## src/hdl/xlb_pkg.sv

```systemverilog
/*
  Constants, opcode patterns and types for the logic and branch decoder.
  Assumes nothing beyond a SystemVerilog compiler; shared by the decoder, checker and bench.
*/
package xlb_pkg;

  // Opcode patterns with their match masks
  localparam logic [7:0] XLB_MASK_W = 8'hFE;
  localparam logic [7:0] XLB_MASK_VW = 8'hFC;
  localparam logic [7:0] XLB_MASK_CC = 8'hF0;
  localparam logic [7:0] XLB_OPC_GRP_F6 = 8'hF6;
  localparam logic [7:0] XLB_OPC_SHIFT = 8'hD0;
  localparam logic [7:0] XLB_OPC_AND_RM = 8'h20;
  localparam logic [7:0] XLB_OPC_TEST_ACC = 8'hA8;
  localparam logic [7:0] XLB_OPC_AND_ACC = 8'h24;
  localparam logic [7:0] XLB_OPC_XOR_ACC = 8'h34;
  localparam logic [7:0] XLB_OPC_OR_ACC = 8'h0C;
  localparam logic [7:0] XLB_OPC_MOVE = 8'hA4;
  localparam logic [7:0] XLB_OPC_CMP = 8'hA6;
  localparam logic [7:0] XLB_OPC_SCAN = 8'hAE;
  localparam logic [7:0] XLB_OPC_LOAD = 8'hAC;
  localparam logic [7:0] XLB_OPC_STORE = 8'hAA;
  localparam logic [7:0] XLB_OPC_RPT_PFX = 8'hF2;
  localparam logic [7:0] XLB_OPC_JMP_NEAR = 8'hE9;
  localparam logic [7:0] XLB_OPC_JMP_SHORT = 8'hEB;
  localparam logic [7:0] XLB_OPC_JMP_FAR = 8'hEA;
  localparam logic [7:0] XLB_OPC_RET_NEAR = 8'hC3;
  localparam logic [7:0] XLB_OPC_RET_NEAR_IMM = 8'hC2;
  localparam logic [7:0] XLB_OPC_RET_FAR = 8'hCB;
  localparam logic [7:0] XLB_OPC_RET_FAR_IMM = 8'hCA;
  localparam logic [7:0] XLB_OPC_JCC = 8'h70;
  localparam logic [7:0] XLB_OPC_LOOP = 8'hE2;
  localparam logic [7:0] XLB_OPC_LOOPZ = 8'hE1;
  localparam logic [7:0] XLB_OPC_LOOPNZ = 8'hE0;
  localparam logic [7:0] XLB_OPC_BR_CNT_ZERO = 8'hE3;
  localparam logic [7:0] XLB_OPC_INT_TYPE = 8'hCD;
  localparam logic [7:0] XLB_OPC_INT3 = 8'hCC;
  localparam logic [7:0] XLB_OPC_INT_OVF = 8'hCE;
  localparam logic [7:0] XLB_OPC_INT_RETURN = 8'hCF;

  // Middle field of the addressing byte
  localparam logic [2:0] XLB_MID_TEST = 3'h0;
  localparam logic [2:0] XLB_MID_INVERT = 3'h2;
  localparam logic [2:0] XLB_MID_ROT_L = 3'h0;
  localparam logic [2:0] XLB_MID_ROT_R = 3'h1;
  localparam logic [2:0] XLB_MID_ROT_CL = 3'h2;
  localparam logic [2:0] XLB_MID_ROT_CR = 3'h3;
  localparam logic [2:0] XLB_MID_SHIFT_L = 3'h4;
  localparam logic [2:0] XLB_MID_SHIFT_RL = 3'h5;
  localparam logic [2:0] XLB_MID_SHIFT_RA = 3'h7;

  // Reset values and fixed counts
  localparam logic [15:0] XLB_WORD_RST = 16'h0000;
  localparam logic [7:0] XLB_BYTE_RST = 8'h00;
  localparam logic [7:0] XLB_SHIFT_ONE = 8'h01;
  localparam logic [2:0] XLB_LEN_RST = 3'h0;

  typedef enum {
    XLB_ST_OPC, XLB_ST_MODRM, XLB_ST_DATA, XLB_ST_FIN
  } xlb_state_e;

  typedef enum logic [5:0] {
    XLB_OP_ILLEGAL, XLB_OP_TEST_IMM_RM, XLB_OP_INVERT,
    XLB_OP_SHIFT_LEFT, XLB_OP_LOGICAL_RIGHT_SHIFT, XLB_OP_ARITHMETIC_RIGHT_SHIFT,
    XLB_OP_ROTATE_LEFT, XLB_OP_ROTATE_RIGHT,
    XLB_OP_ROTATE_LEFT_THROUGH_CARRY, XLB_OP_ROTATE_RIGHT_THROUGH_CARRY,
    XLB_OP_AND_RM, XLB_OP_TEST_ACC, XLB_OP_AND_ACC, XLB_OP_XOR_ACC, XLB_OP_OR_ACC,
    XLB_OP_BLOCK_MOVE, XLB_OP_BLOCK_COMPARE, XLB_OP_ACCUMULATOR_SCAN,
    XLB_OP_STRING_LOAD, XLB_OP_STRING_STORE,
    XLB_OP_JMP_NEAR, XLB_OP_JMP_SHORT, XLB_OP_JMP_FAR,
    XLB_OP_RET_NEAR, XLB_OP_RET_NEAR_IMM, XLB_OP_RET_FAR, XLB_OP_RET_FAR_IMM,
    XLB_OP_JCC, XLB_OP_LOOP, XLB_OP_LOOPZ, XLB_OP_LOOPNZ,
    XLB_OP_BRANCH_IF_COUNT_ZERO,
    XLB_OP_INT_TYPE, XLB_OP_INT3, XLB_OP_INT_OVF, XLB_OP_INTERRUPT_RETURN
  } xlb_op_e;

endpackage

```

## src/hdl/xlb_cond_eval.sv

```systemverilog
/*
  Condition evaluator for the sixteen conditional branch opcodes.
  Assumes flags are stable, same-clock levels from the flag register.
*/
`timescale 1ns/1ns
module xlb_cond_eval (
  input wire logic [3:0] cond_in, // Low nibble of the branch opcode
  input wire logic zf_in,         // Zero flag
  input wire logic sf_in,         // Sign flag
  input wire logic of_in,         // Overflow flag
  input wire logic cf_in,         // Carry flag
  input wire logic pf_in,         // Parity flag, high on even parity
  output logic taken_out          // Condition holds
);
  logic base;

  always_comb begin
    case (cond_in[3:1])
      3'h0: base = of_in;
      3'h1: base = cf_in;
      3'h2: base = zf_in;
      3'h3: base = cf_in | zf_in;
      3'h4: base = sf_in;
      3'h5: base = pf_in;
      3'h6: base = sf_in ^ of_in;
      3'h7: base = (sf_in ^ of_in) | zf_in;
      default: base = 1'b0;
    endcase
  end

  // Odd opcodes take the inverse condition
  assign taken_out = base ^ cond_in[0];
endmodule

```

## src/hdl/xlb_decoder.sv

```systemverilog
/*
  Logic, string and control-transfer decoder of a 16-bit core.
  Assumes a same-clock instruction byte stream with valid/ready, and flag,
  count and next-address levels that are valid when the last byte is taken.
*/
`timescale 1ns/1ns
module xlb_decoder (
  input wire logic clk_in,                  // 25 MHz core clock
  input wire logic rst_n_in,                // Async reset, active low
  input wire logic byte_valid_in,           // Instruction byte offered
  input wire logic [7:0] byte_in,           // Instruction byte
  output logic byte_ready_out,              // Byte is taken when valid
  input wire logic zf_in,                   // Zero flag
  input wire logic sf_in,                   // Sign flag
  input wire logic of_in,                   // Overflow flag
  input wire logic cf_in,                   // Carry flag
  input wire logic pf_in,                   // Parity flag
  input wire logic [15:0] count_in,         // Count register
  input wire logic [15:0] next_ip_in,       // Address after this instruction
  output logic done_out,                    // Decode result valid, one cycle
  output xlb_pkg::xlb_op_e op_out,          // Decoded operation
  output logic wide_out,                    // Word operand
  output logic dir_out,                     // Register is destination
  output logic [7:0] modrm_out,             // Addressing byte
  output logic [15:0] imm_out,              // Data, offset or type byte
  output logic [15:0] seg_out,              // Far segment
  output logic [2:0] len_out,               // Bytes after any prefix
  output logic [7:0] shift_count_out,       // Shift or rotate count
  output logic rpt_out,                     // Repeat prefix seen
  output logic rpt_go_out,                  // Repeated primitive runs now
  output logic taken_out,                   // Control passes to target
  output logic [15:0] target_out,           // Relative branch target
  output logic count_dec_out                // Count register to decrement
);
  import xlb_pkg::*;

  xlb_state_e state_r;
  xlb_op_e op_r;
  xlb_op_e op_d;
  xlb_op_e op_m;
  xlb_op_e op_cur;
  logic need_modrm_d;
  logic [2:0] trail_d;
  logic [2:0] trail_m;
  logic [2:0] left_r;
  logic [1:0] idx_r;
  logic [3:0] cond_r;
  logic [3:0] cond_cur;
  logic shift_v_r;
  logic rpt_z_r;
  logic rpt_pend_r;
  logic take;
  logic is_prefix;
  logic fin_take;
  logic cond_ok;
  logic branch_ok;
  logic [15:0] disp;

  assign take = byte_valid_in & byte_ready_out;
  assign byte_ready_out = (state_r != XLB_ST_FIN);
  assign done_out = (state_r == XLB_ST_FIN);
  assign is_prefix = ((byte_in & XLB_MASK_W) == XLB_OPC_RPT_PFX);

  // First-byte decode
  always_comb begin
    op_d = XLB_OP_ILLEGAL;
    need_modrm_d = 1'b0;
    trail_d = 3'h0;
    if ((byte_in & XLB_MASK_W) == XLB_OPC_GRP_F6) begin
      op_d = XLB_OP_TEST_IMM_RM;
      need_modrm_d = 1'b1;
    end else if ((byte_in & XLB_MASK_VW) == XLB_OPC_SHIFT) begin
      op_d = XLB_OP_SHIFT_LEFT;
      need_modrm_d = 1'b1;
    end else if ((byte_in & XLB_MASK_VW) == XLB_OPC_AND_RM) begin
      op_d = XLB_OP_AND_RM;
      need_modrm_d = 1'b1;
    end else if ((byte_in & XLB_MASK_CC) == XLB_OPC_JCC) begin
      op_d = XLB_OP_JCC;
      trail_d = 3'h1;
    end else begin
      case (byte_in & XLB_MASK_W)
        XLB_OPC_TEST_ACC: op_d = XLB_OP_TEST_ACC;
        XLB_OPC_AND_ACC: op_d = XLB_OP_AND_ACC;
        XLB_OPC_XOR_ACC: op_d = XLB_OP_XOR_ACC;
        XLB_OPC_OR_ACC: op_d = XLB_OP_OR_ACC;
        XLB_OPC_MOVE: op_d = XLB_OP_BLOCK_MOVE;
        XLB_OPC_CMP: op_d = XLB_OP_BLOCK_COMPARE;
        XLB_OPC_SCAN: op_d = XLB_OP_ACCUMULATOR_SCAN;
        XLB_OPC_LOAD: op_d = XLB_OP_STRING_LOAD;
        XLB_OPC_STORE: op_d = XLB_OP_STRING_STORE;
        default: op_d = XLB_OP_ILLEGAL;
      endcase
      case (op_d)
        XLB_OP_TEST_ACC, XLB_OP_AND_ACC, XLB_OP_XOR_ACC, XLB_OP_OR_ACC: begin
          trail_d = byte_in[0] ? 3'h2 : 3'h1;
        end
        default: trail_d = 3'h0;
      endcase
      case (byte_in)
        XLB_OPC_JMP_NEAR: begin
          op_d = XLB_OP_JMP_NEAR;
          trail_d = 3'h2;
        end
        XLB_OPC_JMP_SHORT: begin
          op_d = XLB_OP_JMP_SHORT;
          trail_d = 3'h1;
        end
        XLB_OPC_JMP_FAR: begin
          op_d = XLB_OP_JMP_FAR;
          trail_d = 3'h4;
        end
        XLB_OPC_RET_NEAR: op_d = XLB_OP_RET_NEAR;
        XLB_OPC_RET_NEAR_IMM: begin
          op_d = XLB_OP_RET_NEAR_IMM;
          trail_d = 3'h2;
        end
        XLB_OPC_RET_FAR: op_d = XLB_OP_RET_FAR;
        XLB_OPC_RET_FAR_IMM: begin
          op_d = XLB_OP_RET_FAR_IMM;
          trail_d = 3'h2;
        end
        XLB_OPC_LOOP: begin
          op_d = XLB_OP_LOOP;
          trail_d = 3'h1;
        end
        XLB_OPC_LOOPZ: begin
          op_d = XLB_OP_LOOPZ;
          trail_d = 3'h1;
        end
        XLB_OPC_LOOPNZ: begin
          op_d = XLB_OP_LOOPNZ;
          trail_d = 3'h1;
        end
        XLB_OPC_BR_CNT_ZERO: begin
          op_d = XLB_OP_BRANCH_IF_COUNT_ZERO;
          trail_d = 3'h1;
        end
        XLB_OPC_INT_TYPE: begin
          op_d = XLB_OP_INT_TYPE;
          trail_d = 3'h1;
        end
        XLB_OPC_INT3: op_d = XLB_OP_INT3;
        XLB_OPC_INT_OVF: op_d = XLB_OP_INT_OVF;
        XLB_OPC_INT_RETURN: op_d = XLB_OP_INTERRUPT_RETURN;
        default: ;
      endcase
    end
  end

  // Addressing-byte refinement of the grouped opcodes
  always_comb begin
    op_m = op_r;
    trail_m = 3'h0;
    if (op_r == XLB_OP_TEST_IMM_RM) begin
      case (byte_in[5:3])
        XLB_MID_TEST: trail_m = wide_out ? 3'h2 : 3'h1;
        XLB_MID_INVERT: op_m = XLB_OP_INVERT;
        default: op_m = XLB_OP_ILLEGAL; // Other arithmetic lives elsewhere
      endcase
    end else if (op_r == XLB_OP_SHIFT_LEFT) begin
      case (byte_in[5:3])
        XLB_MID_SHIFT_L: op_m = XLB_OP_SHIFT_LEFT;
        XLB_MID_SHIFT_RL: op_m = XLB_OP_LOGICAL_RIGHT_SHIFT;
        XLB_MID_SHIFT_RA: op_m = XLB_OP_ARITHMETIC_RIGHT_SHIFT;
        XLB_MID_ROT_L: op_m = XLB_OP_ROTATE_LEFT;
        XLB_MID_ROT_R: op_m = XLB_OP_ROTATE_RIGHT;
        XLB_MID_ROT_CL: op_m = XLB_OP_ROTATE_LEFT_THROUGH_CARRY;
        XLB_MID_ROT_CR: op_m = XLB_OP_ROTATE_RIGHT_THROUGH_CARRY;
        default: op_m = XLB_OP_ILLEGAL;
      endcase
    end
  end

  always_comb begin
    op_cur = op_r;
    cond_cur = cond_r;
    fin_take = 1'b0;
    case (state_r)
      XLB_ST_OPC: begin
        op_cur = op_d;
        cond_cur = byte_in[3:0];
        fin_take = take & ~is_prefix & ~need_modrm_d & (trail_d == 3'h0);
      end
      XLB_ST_MODRM: begin
        op_cur = op_m;
        fin_take = take & (trail_m == 3'h0);
      end
      XLB_ST_DATA: fin_take = take & (left_r == 3'h1);
      default: fin_take = 1'b0;
    endcase
  end

  xlb_cond_eval u_cond (
    .cond_in(cond_cur),
    .zf_in(zf_in),
    .sf_in(sf_in),
    .of_in(of_in),
    .cf_in(cf_in),
    .pf_in(pf_in),
    .taken_out(cond_ok)
  );

  // Near jump takes its low byte from the stream first
  assign disp = (op_cur == XLB_OP_JMP_NEAR) ? {byte_in, imm_out[7:0]}
                                             : {{8{byte_in[7]}}, byte_in};

  always_comb begin
    case (op_cur)
      XLB_OP_JCC: branch_ok = cond_ok;
      XLB_OP_LOOP: branch_ok = (count_in != 16'h0001);
      XLB_OP_LOOPZ: branch_ok = (count_in != 16'h0001) & zf_in;
      XLB_OP_LOOPNZ: branch_ok = (count_in != 16'h0001) & ~zf_in;
      XLB_OP_BRANCH_IF_COUNT_ZERO: branch_ok = (count_in == XLB_WORD_RST);
      XLB_OP_INT_OVF: branch_ok = of_in;
      XLB_OP_JMP_NEAR, XLB_OP_JMP_SHORT, XLB_OP_JMP_FAR, XLB_OP_RET_NEAR,
      XLB_OP_RET_NEAR_IMM, XLB_OP_RET_FAR, XLB_OP_RET_FAR_IMM, XLB_OP_INT_TYPE,
      XLB_OP_INT3, XLB_OP_INTERRUPT_RETURN: branch_ok = 1'b1;
      default: branch_ok = 1'b0;
    endcase
  end

  // Sequencer
  always_ff @(posedge clk_in or negedge rst_n_in) begin
    if (!rst_n_in) begin
      state_r <= XLB_ST_OPC;
      left_r <= 3'h0;
      idx_r <= 2'h0;
    end else begin
      case (state_r)
        XLB_ST_OPC: begin
          idx_r <= 2'h0;
          left_r <= trail_d;
          if (fin_take) begin
            state_r <= XLB_ST_FIN;
          end else if (take && !is_prefix) begin
            state_r <= need_modrm_d ? XLB_ST_MODRM : XLB_ST_DATA;
          end
        end
        XLB_ST_MODRM: begin
          left_r <= trail_m;
          if (take) begin
            state_r <= fin_take ? XLB_ST_FIN : XLB_ST_DATA;
          end
        end
        XLB_ST_DATA: begin
          if (take) begin
            left_r <= left_r - 3'h1;
            idx_r <= idx_r + 2'h1;
            state_r <= fin_take ? XLB_ST_FIN : XLB_ST_DATA;
          end
        end
        XLB_ST_FIN: state_r <= XLB_ST_OPC;
        default: state_r <= XLB_ST_OPC;
      endcase
    end
  end

  // Opcode fields and operation
  always_ff @(posedge clk_in or negedge rst_n_in) begin
    if (!rst_n_in) begin
      op_r <= XLB_OP_ILLEGAL;
      wide_out <= 1'b0;
      dir_out <= 1'b0;
      shift_v_r <= 1'b0;
      cond_r <= 4'h0;
      modrm_out <= XLB_BYTE_RST;
      len_out <= XLB_LEN_RST;
    end else if (take && !(state_r == XLB_ST_OPC && is_prefix)) begin
      len_out <= (state_r == XLB_ST_OPC) ? 3'h1 : len_out + 3'h1;
      if (state_r == XLB_ST_OPC) begin
        op_r <= op_d;
        wide_out <= byte_in[0];
        dir_out <= byte_in[1];
        shift_v_r <= byte_in[1];
        cond_r <= byte_in[3:0];
        modrm_out <= XLB_BYTE_RST;
      end else if (state_r == XLB_ST_MODRM) begin
        op_r <= op_m;
        modrm_out <= byte_in;
      end
    end
  end

  // Trailing data, offset and segment bytes, low byte first
  always_ff @(posedge clk_in or negedge rst_n_in) begin
    if (!rst_n_in) begin
      imm_out <= XLB_WORD_RST;
      seg_out <= XLB_WORD_RST;
    end else if (take && state_r == XLB_ST_OPC && !is_prefix) begin
      imm_out <= XLB_WORD_RST;
      seg_out <= XLB_WORD_RST;
    end else if (take && state_r == XLB_ST_DATA) begin
      case (idx_r)
        2'h0: imm_out[7:0] <= byte_in;
        2'h1: imm_out[15:8] <= byte_in;
        2'h2: seg_out[7:0] <= byte_in;
        2'h3: seg_out[15:8] <= byte_in;
        default: ;
      endcase
    end
  end

  // Branch resolution on the last byte
  always_ff @(posedge clk_in or negedge rst_n_in) begin
    if (!rst_n_in) begin
      taken_out <= 1'b0;
      target_out <= XLB_WORD_RST;
      count_dec_out <= 1'b0;
      shift_count_out <= XLB_BYTE_RST;
      rpt_go_out <= 1'b0;
    end else if (fin_take) begin
      taken_out <= branch_ok;
      case (op_cur)
        XLB_OP_JMP_NEAR, XLB_OP_JMP_SHORT, XLB_OP_JCC, XLB_OP_LOOP, XLB_OP_LOOPZ,
        XLB_OP_LOOPNZ, XLB_OP_BRANCH_IF_COUNT_ZERO: target_out <= next_ip_in + disp;
        default: target_out <= XLB_WORD_RST;
      endcase
      count_dec_out <= (op_cur == XLB_OP_LOOP) | (op_cur == XLB_OP_LOOPZ) |
                       (op_cur == XLB_OP_LOOPNZ);
      shift_count_out <= shift_v_r ? count_in[7:0] : XLB_SHIFT_ONE;
      // Pending flag, since rpt_out itself moves on this same edge
      case (op_cur)
        XLB_OP_BLOCK_COMPARE, XLB_OP_ACCUMULATOR_SCAN: begin
          rpt_go_out <= rpt_pend_r & (count_in != XLB_WORD_RST) & (zf_in == rpt_z_r);
        end
        XLB_OP_BLOCK_MOVE, XLB_OP_STRING_LOAD, XLB_OP_STRING_STORE: begin
          rpt_go_out <= rpt_pend_r & (count_in != XLB_WORD_RST);
        end
        default: rpt_go_out <= 1'b0;
      endcase
    end
  end

  // Repeat prefix waits for its opcode, then stands with that result
  always_ff @(posedge clk_in or negedge rst_n_in) begin
    if (!rst_n_in) begin
      rpt_pend_r <= 1'b0;
      rpt_z_r <= 1'b0;
      rpt_out <= 1'b0;
    end else if (take && state_r == XLB_ST_OPC) begin
      rpt_pend_r <= is_prefix;
      if (is_prefix) begin
        rpt_z_r <= byte_in[0];
      end else begin
        rpt_out <= rpt_pend_r;
      end
    end
  end

  assign op_out = op_r;
endmodule

```

## config.mk

```make
export PLATFORM = sky130hd
export DESIGN_NAME = xlb_decoder
export DESIGN_NICKNAME = d
export VERILOG_FILES = /design/src/hdl/xlb_pkg.sv /design/src/hdl/xlb_cond_eval.sv /design/src/hdl/xlb_decoder.sv
export SDC_FILE = /design/constraint.sdc
export NUM_CORES = 1
export LEC_CHECK = 0
export BUFFER_PORTS_ARGS = -buffer_cell sky130_fd_sc_hd__buf_2
export CORE_MARGIN = 10
export CORE_UTILIZATION = 40
export CTS_CLUSTER_DIAMETER = 40
export CTS_CLUSTER_SIZE = 30
export DETAILED_ROUTE_END_ITERATION = 7
export PLACE_DENSITY = 0.71
export REMOVE_ABC_BUFFERS = 1
export SETUP_SLACK_MARGIN = 0.2
export SLEW_MARGIN = 0
export SYNTH_ARGS = -nofsm -noshare
export SYNTH_HDL_FRONTEND = slang
export SYNTH_SLANG_ARGS = --single-unit
```

## constraint.sdc

```tcl
create_clock -name clk_in -period 5.6 [get_ports clk_in]
set_input_delay 0.56 -clock clk_in [delete_from_list [all_inputs] [get_ports clk_in]]
set_output_delay 0.56 -clock clk_in [all_outputs]
set_load 0.01 [all_outputs]
```

==> results.toml <==
[run_status]
outcome = "finished, final reports clean"

[synth]
synth_seq_cells = 90
syn_area_um2 = 6110
syn-mean-instance-area_um2 = 8.73
ys_seq_area_frac = 0.369
synthDistinctLibCells = 84
synth.top_cells.by_count = "138 x sky130_fd_sc_hd__nand2_1, 90 x sky130_fd_sc_hd__dfrtp_1, 60 x sky130_fd_sc_hd__a21oi_1"
ys.flop_type = "sky130_fd_sc_hd__dfrtp_1"
most_common_cell_in_the_synthesized_netlist = "sky130_fd_sc_hd__nand2_1"
syn_inst = 700
synthesis.yosys.warnings = 0
yosys-top-cells-area = "sky130_fd_sc_hd__dfrtp_1 37%, sky130_fd_sc_hd__nand2_1 8.5%, sky130_fd_sc_hd__ha_1 6.1%"
async_flop_share = 1.00
synth_edf_count = 0
share_of_the_synthesized_area_in_the_top_cell_type = 0.369
synth.largest_area_cell = "sky130_fd_sc_hd__dfrtp_1"

[worst_setup_path]
critical_path_arrival_ps = 5400
crit_path_cell_trace = "buf_2, or2b_1, nor3_1, o21ai_1, a311oi_1, a221o_2, nand2_1, or4b_4, mux2_2, ha_1, a21o_1, a21oi_1, o21ai_0, o41ai_2, o21ai_0, o41ai_1, buf_4, mux2i_1, a32o_1"
setup.worst_path.start_class = "input pin"
cp_max_fo = 18
timing.critical_path.mode_cell = "sky130_fd_sc_hd__o21ai_0"
required_ps = 5840
cpMaxStageDelayCell = "sky130_fd_sc_hd__or4b_4"
setup.worst_path.end_class = "register"
critPathMaxStageDelay_ps = 570
critical_path_class = "input pin to register"

[layout]
drive_gt1_frac = 0.252
fin_nets = 899
synthToLayoutAreaGrowth_pct = 18.2
antenna_cells_inserted = 0

[route]
starting_drt_drc_count = 556
postRouteAntennaNets = 0
drt-total-wl_um = 18500
detailroute.via_count = 5730
route.detailed.drc = 0
post_drt_via_cell_ratio = 5.66
drt-wirelength-per-cell_um = 18.3
drt_pre_antenna_iters = 5

[floorplanning]
die_w_um = 144
design.die.area_um2 = 20600
core_area_um2 = 15100
num_io_pins = 129
chipHeight_um = 144
num_rows = 45
floorplan.initialDensity = 0.405

[power_and_ir_drop]
irDropWorstVdd_v = 0.000407
power_leakage_nw = 3.56
finalPower_mw = 2.97
power_per_cell_area_nw_per_um2 = 412

[sta]
clock.fmax_ghz = 0.194
layout_worst_path_cycle_share = 0.921
tightest_slew_ps = 764
skew_ps = 7.21
slew_headroom = 0.491
rsz_0062_raised_after_global_routing = "false"
report.final.hold_viol_count = 0
setup-tns-final_ps = 0
setup-violations-final = 0
timing_max_transition_violations_final = 0
final_critical_delay_including_setup_and_external_delays_ps = 5160

[clocking]
worst_skew_pair.late_latency_ps = 360
tritoncts_num_sinks = 90
path_clk_slew_ps = 60
cts_root_buf = "sky130_fd_sc_hd__clkbuf_16"
cts-htree-levels = 3
cts_made_buffers = 9
cts_max_path_buffers = 2
ctsHoldBuffers = 0
tritoncts = "done"

[grt]
grt_max_degree = 62
overflow = 0
antenna_found_initial = 0
grt_util_all_layers = 0.177
grt_pass1_wl_um = 29100
via_count_of_the_first_global_routing_pass = 5381

[placement]
gp_routability_congestion = 1.01
place_hpwl_um = 14100
io_buffer_count = 128

[min_path]
worst_hold_path_type = "input pin to asynchronous set/reset pin"

[run]
max_cap_violations = 0
-- cell type report --
type,instances,area [um^2]
clock buffer,12,256
clock inverter,4,26.3
fill,1495,7870
inverter,26,97.6
multi-input combinational,536,3490
sequential,90,2250
tap,188,235
timing repair buffer,157,863
-- sequential cells by signal, indices dropped and copies added (netlist names), 2 cells and up --
register         count
imm_out             16
len_out              3
seg_out             16
cond_r               4
shift_count_out      8
modrm_out            8
state_r              2
left_r               3
target_out          16
op_out               6
idx_r                2
-- through the flow --
stage	utilization	hold slack (ps)	cell area [um^2]	instances	worst slack, ps
after floorplan	-	264	5830	652	362
after global placement	0.459	449	6930	997	117
after detailed placement	0.459	460	6930	997	72.7
after CTS	0.478	143	7210	1013	383
after global routing	0.479	159	7220	1013	237
final	0.479	140	7220	1013	443
-- layer usage --
layer,GRT usage,vias up,wire length [um]
met2,0.287,222,8880
met4,0.0441,0,290
li1,-,2746,-
met3,0.0462,29,1460
met5,0,-,0
met1,0.229,2733,7900
-- logic make-up after synthesis --
| family | after synthesis | synth area share |
|---|---|---|
| compound gates | 191 | 0.208 |
| mux | 31 | 0.0582 |
| flops | 90 | 0.369 |
| simple gates | 265 | 0.213 |
| xor+xnor | 18 | 0.0258 |
| fa+ha+maj | 31 | 0.0647 |
| buf+inv | 74 | 0.0612 |
-- power by group --
part | internal (mW) | leakage [nW] | switching [mW]
Clock | 0.324 | 0.139 | 0.260
Sequential | 0.852 | 1.19 | 0.158
Combinational | 0.547 | 2.23 | 0.832
-- layout by cell type, fill, tap and decap left out, types with 8 or more instances in the layout --
cell                        count
sky130_fd_sc_hd__nand2_1      138
sky130_fd_sc_hd__buf_2        126
sky130_fd_sc_hd__dfrtp_1       90
sky130_fd_sc_hd__a21oi_1       60
sky130_fd_sc_hd__o21ai_0       36
sky130_fd_sc_hd__ha_1          30
sky130_fd_sc_hd__buf_4         30
sky130_fd_sc_hd__inv_1         26
sky130_fd_sc_hd__nor2_1        25
sky130_fd_sc_hd__a22o_1        18
sky130_fd_sc_hd__nand3_1       17
sky130_fd_sc_hd__xnor2_1       16
sky130_fd_sc_hd__mux2i_1       13
sky130_fd_sc_hd__nor3_1        13
sky130_fd_sc_hd__mux2_2        12
sky130_fd_sc_hd__a21o_1        10
sky130_fd_sc_hd__clkbuf_16      9
sky130_fd_sc_hd__and3_1         8
sky130_fd_sc_hd__nand2b_1       8
-- what timing repair did --
item,CTS,global route
resized for setup,0,2
setup endpoints to repair,0,2
setup buffers,0,0
-- worst max-delay path: cells and delay by family --
| family | cells | cell delay, ps |
|---|---|---|
| AOI/OAI and AO/OA | 10 | 2450 |
| adders and majority gates | 1 | 270 |
| buffers and inverters | 2 | 440 |
| muxes | 2 | 360 |
| and+or+nand+nor | 4 | 1300 |
-- path summary, 6_finish.rpt --
kind                         startpoint            endpoint  slack [ps]  cells after the start
hold / removal                 rst_n_in         imm_out[11]         140                      1
setup / recovery             byte_in[3]      target_out[15]         440                     19
max in group asynchronous      rst_n_in        modrm_out[2]        4340                      2
min in group clk_in         count_in[7]  shift_count_out[7]         450                      3
setup reg to reg              op_out[2]      target_out[15]         560                     17
hold reg to reg            modrm_out[5]        modrm_out[5]         470                      2
(Power assumes the default switching activity.)
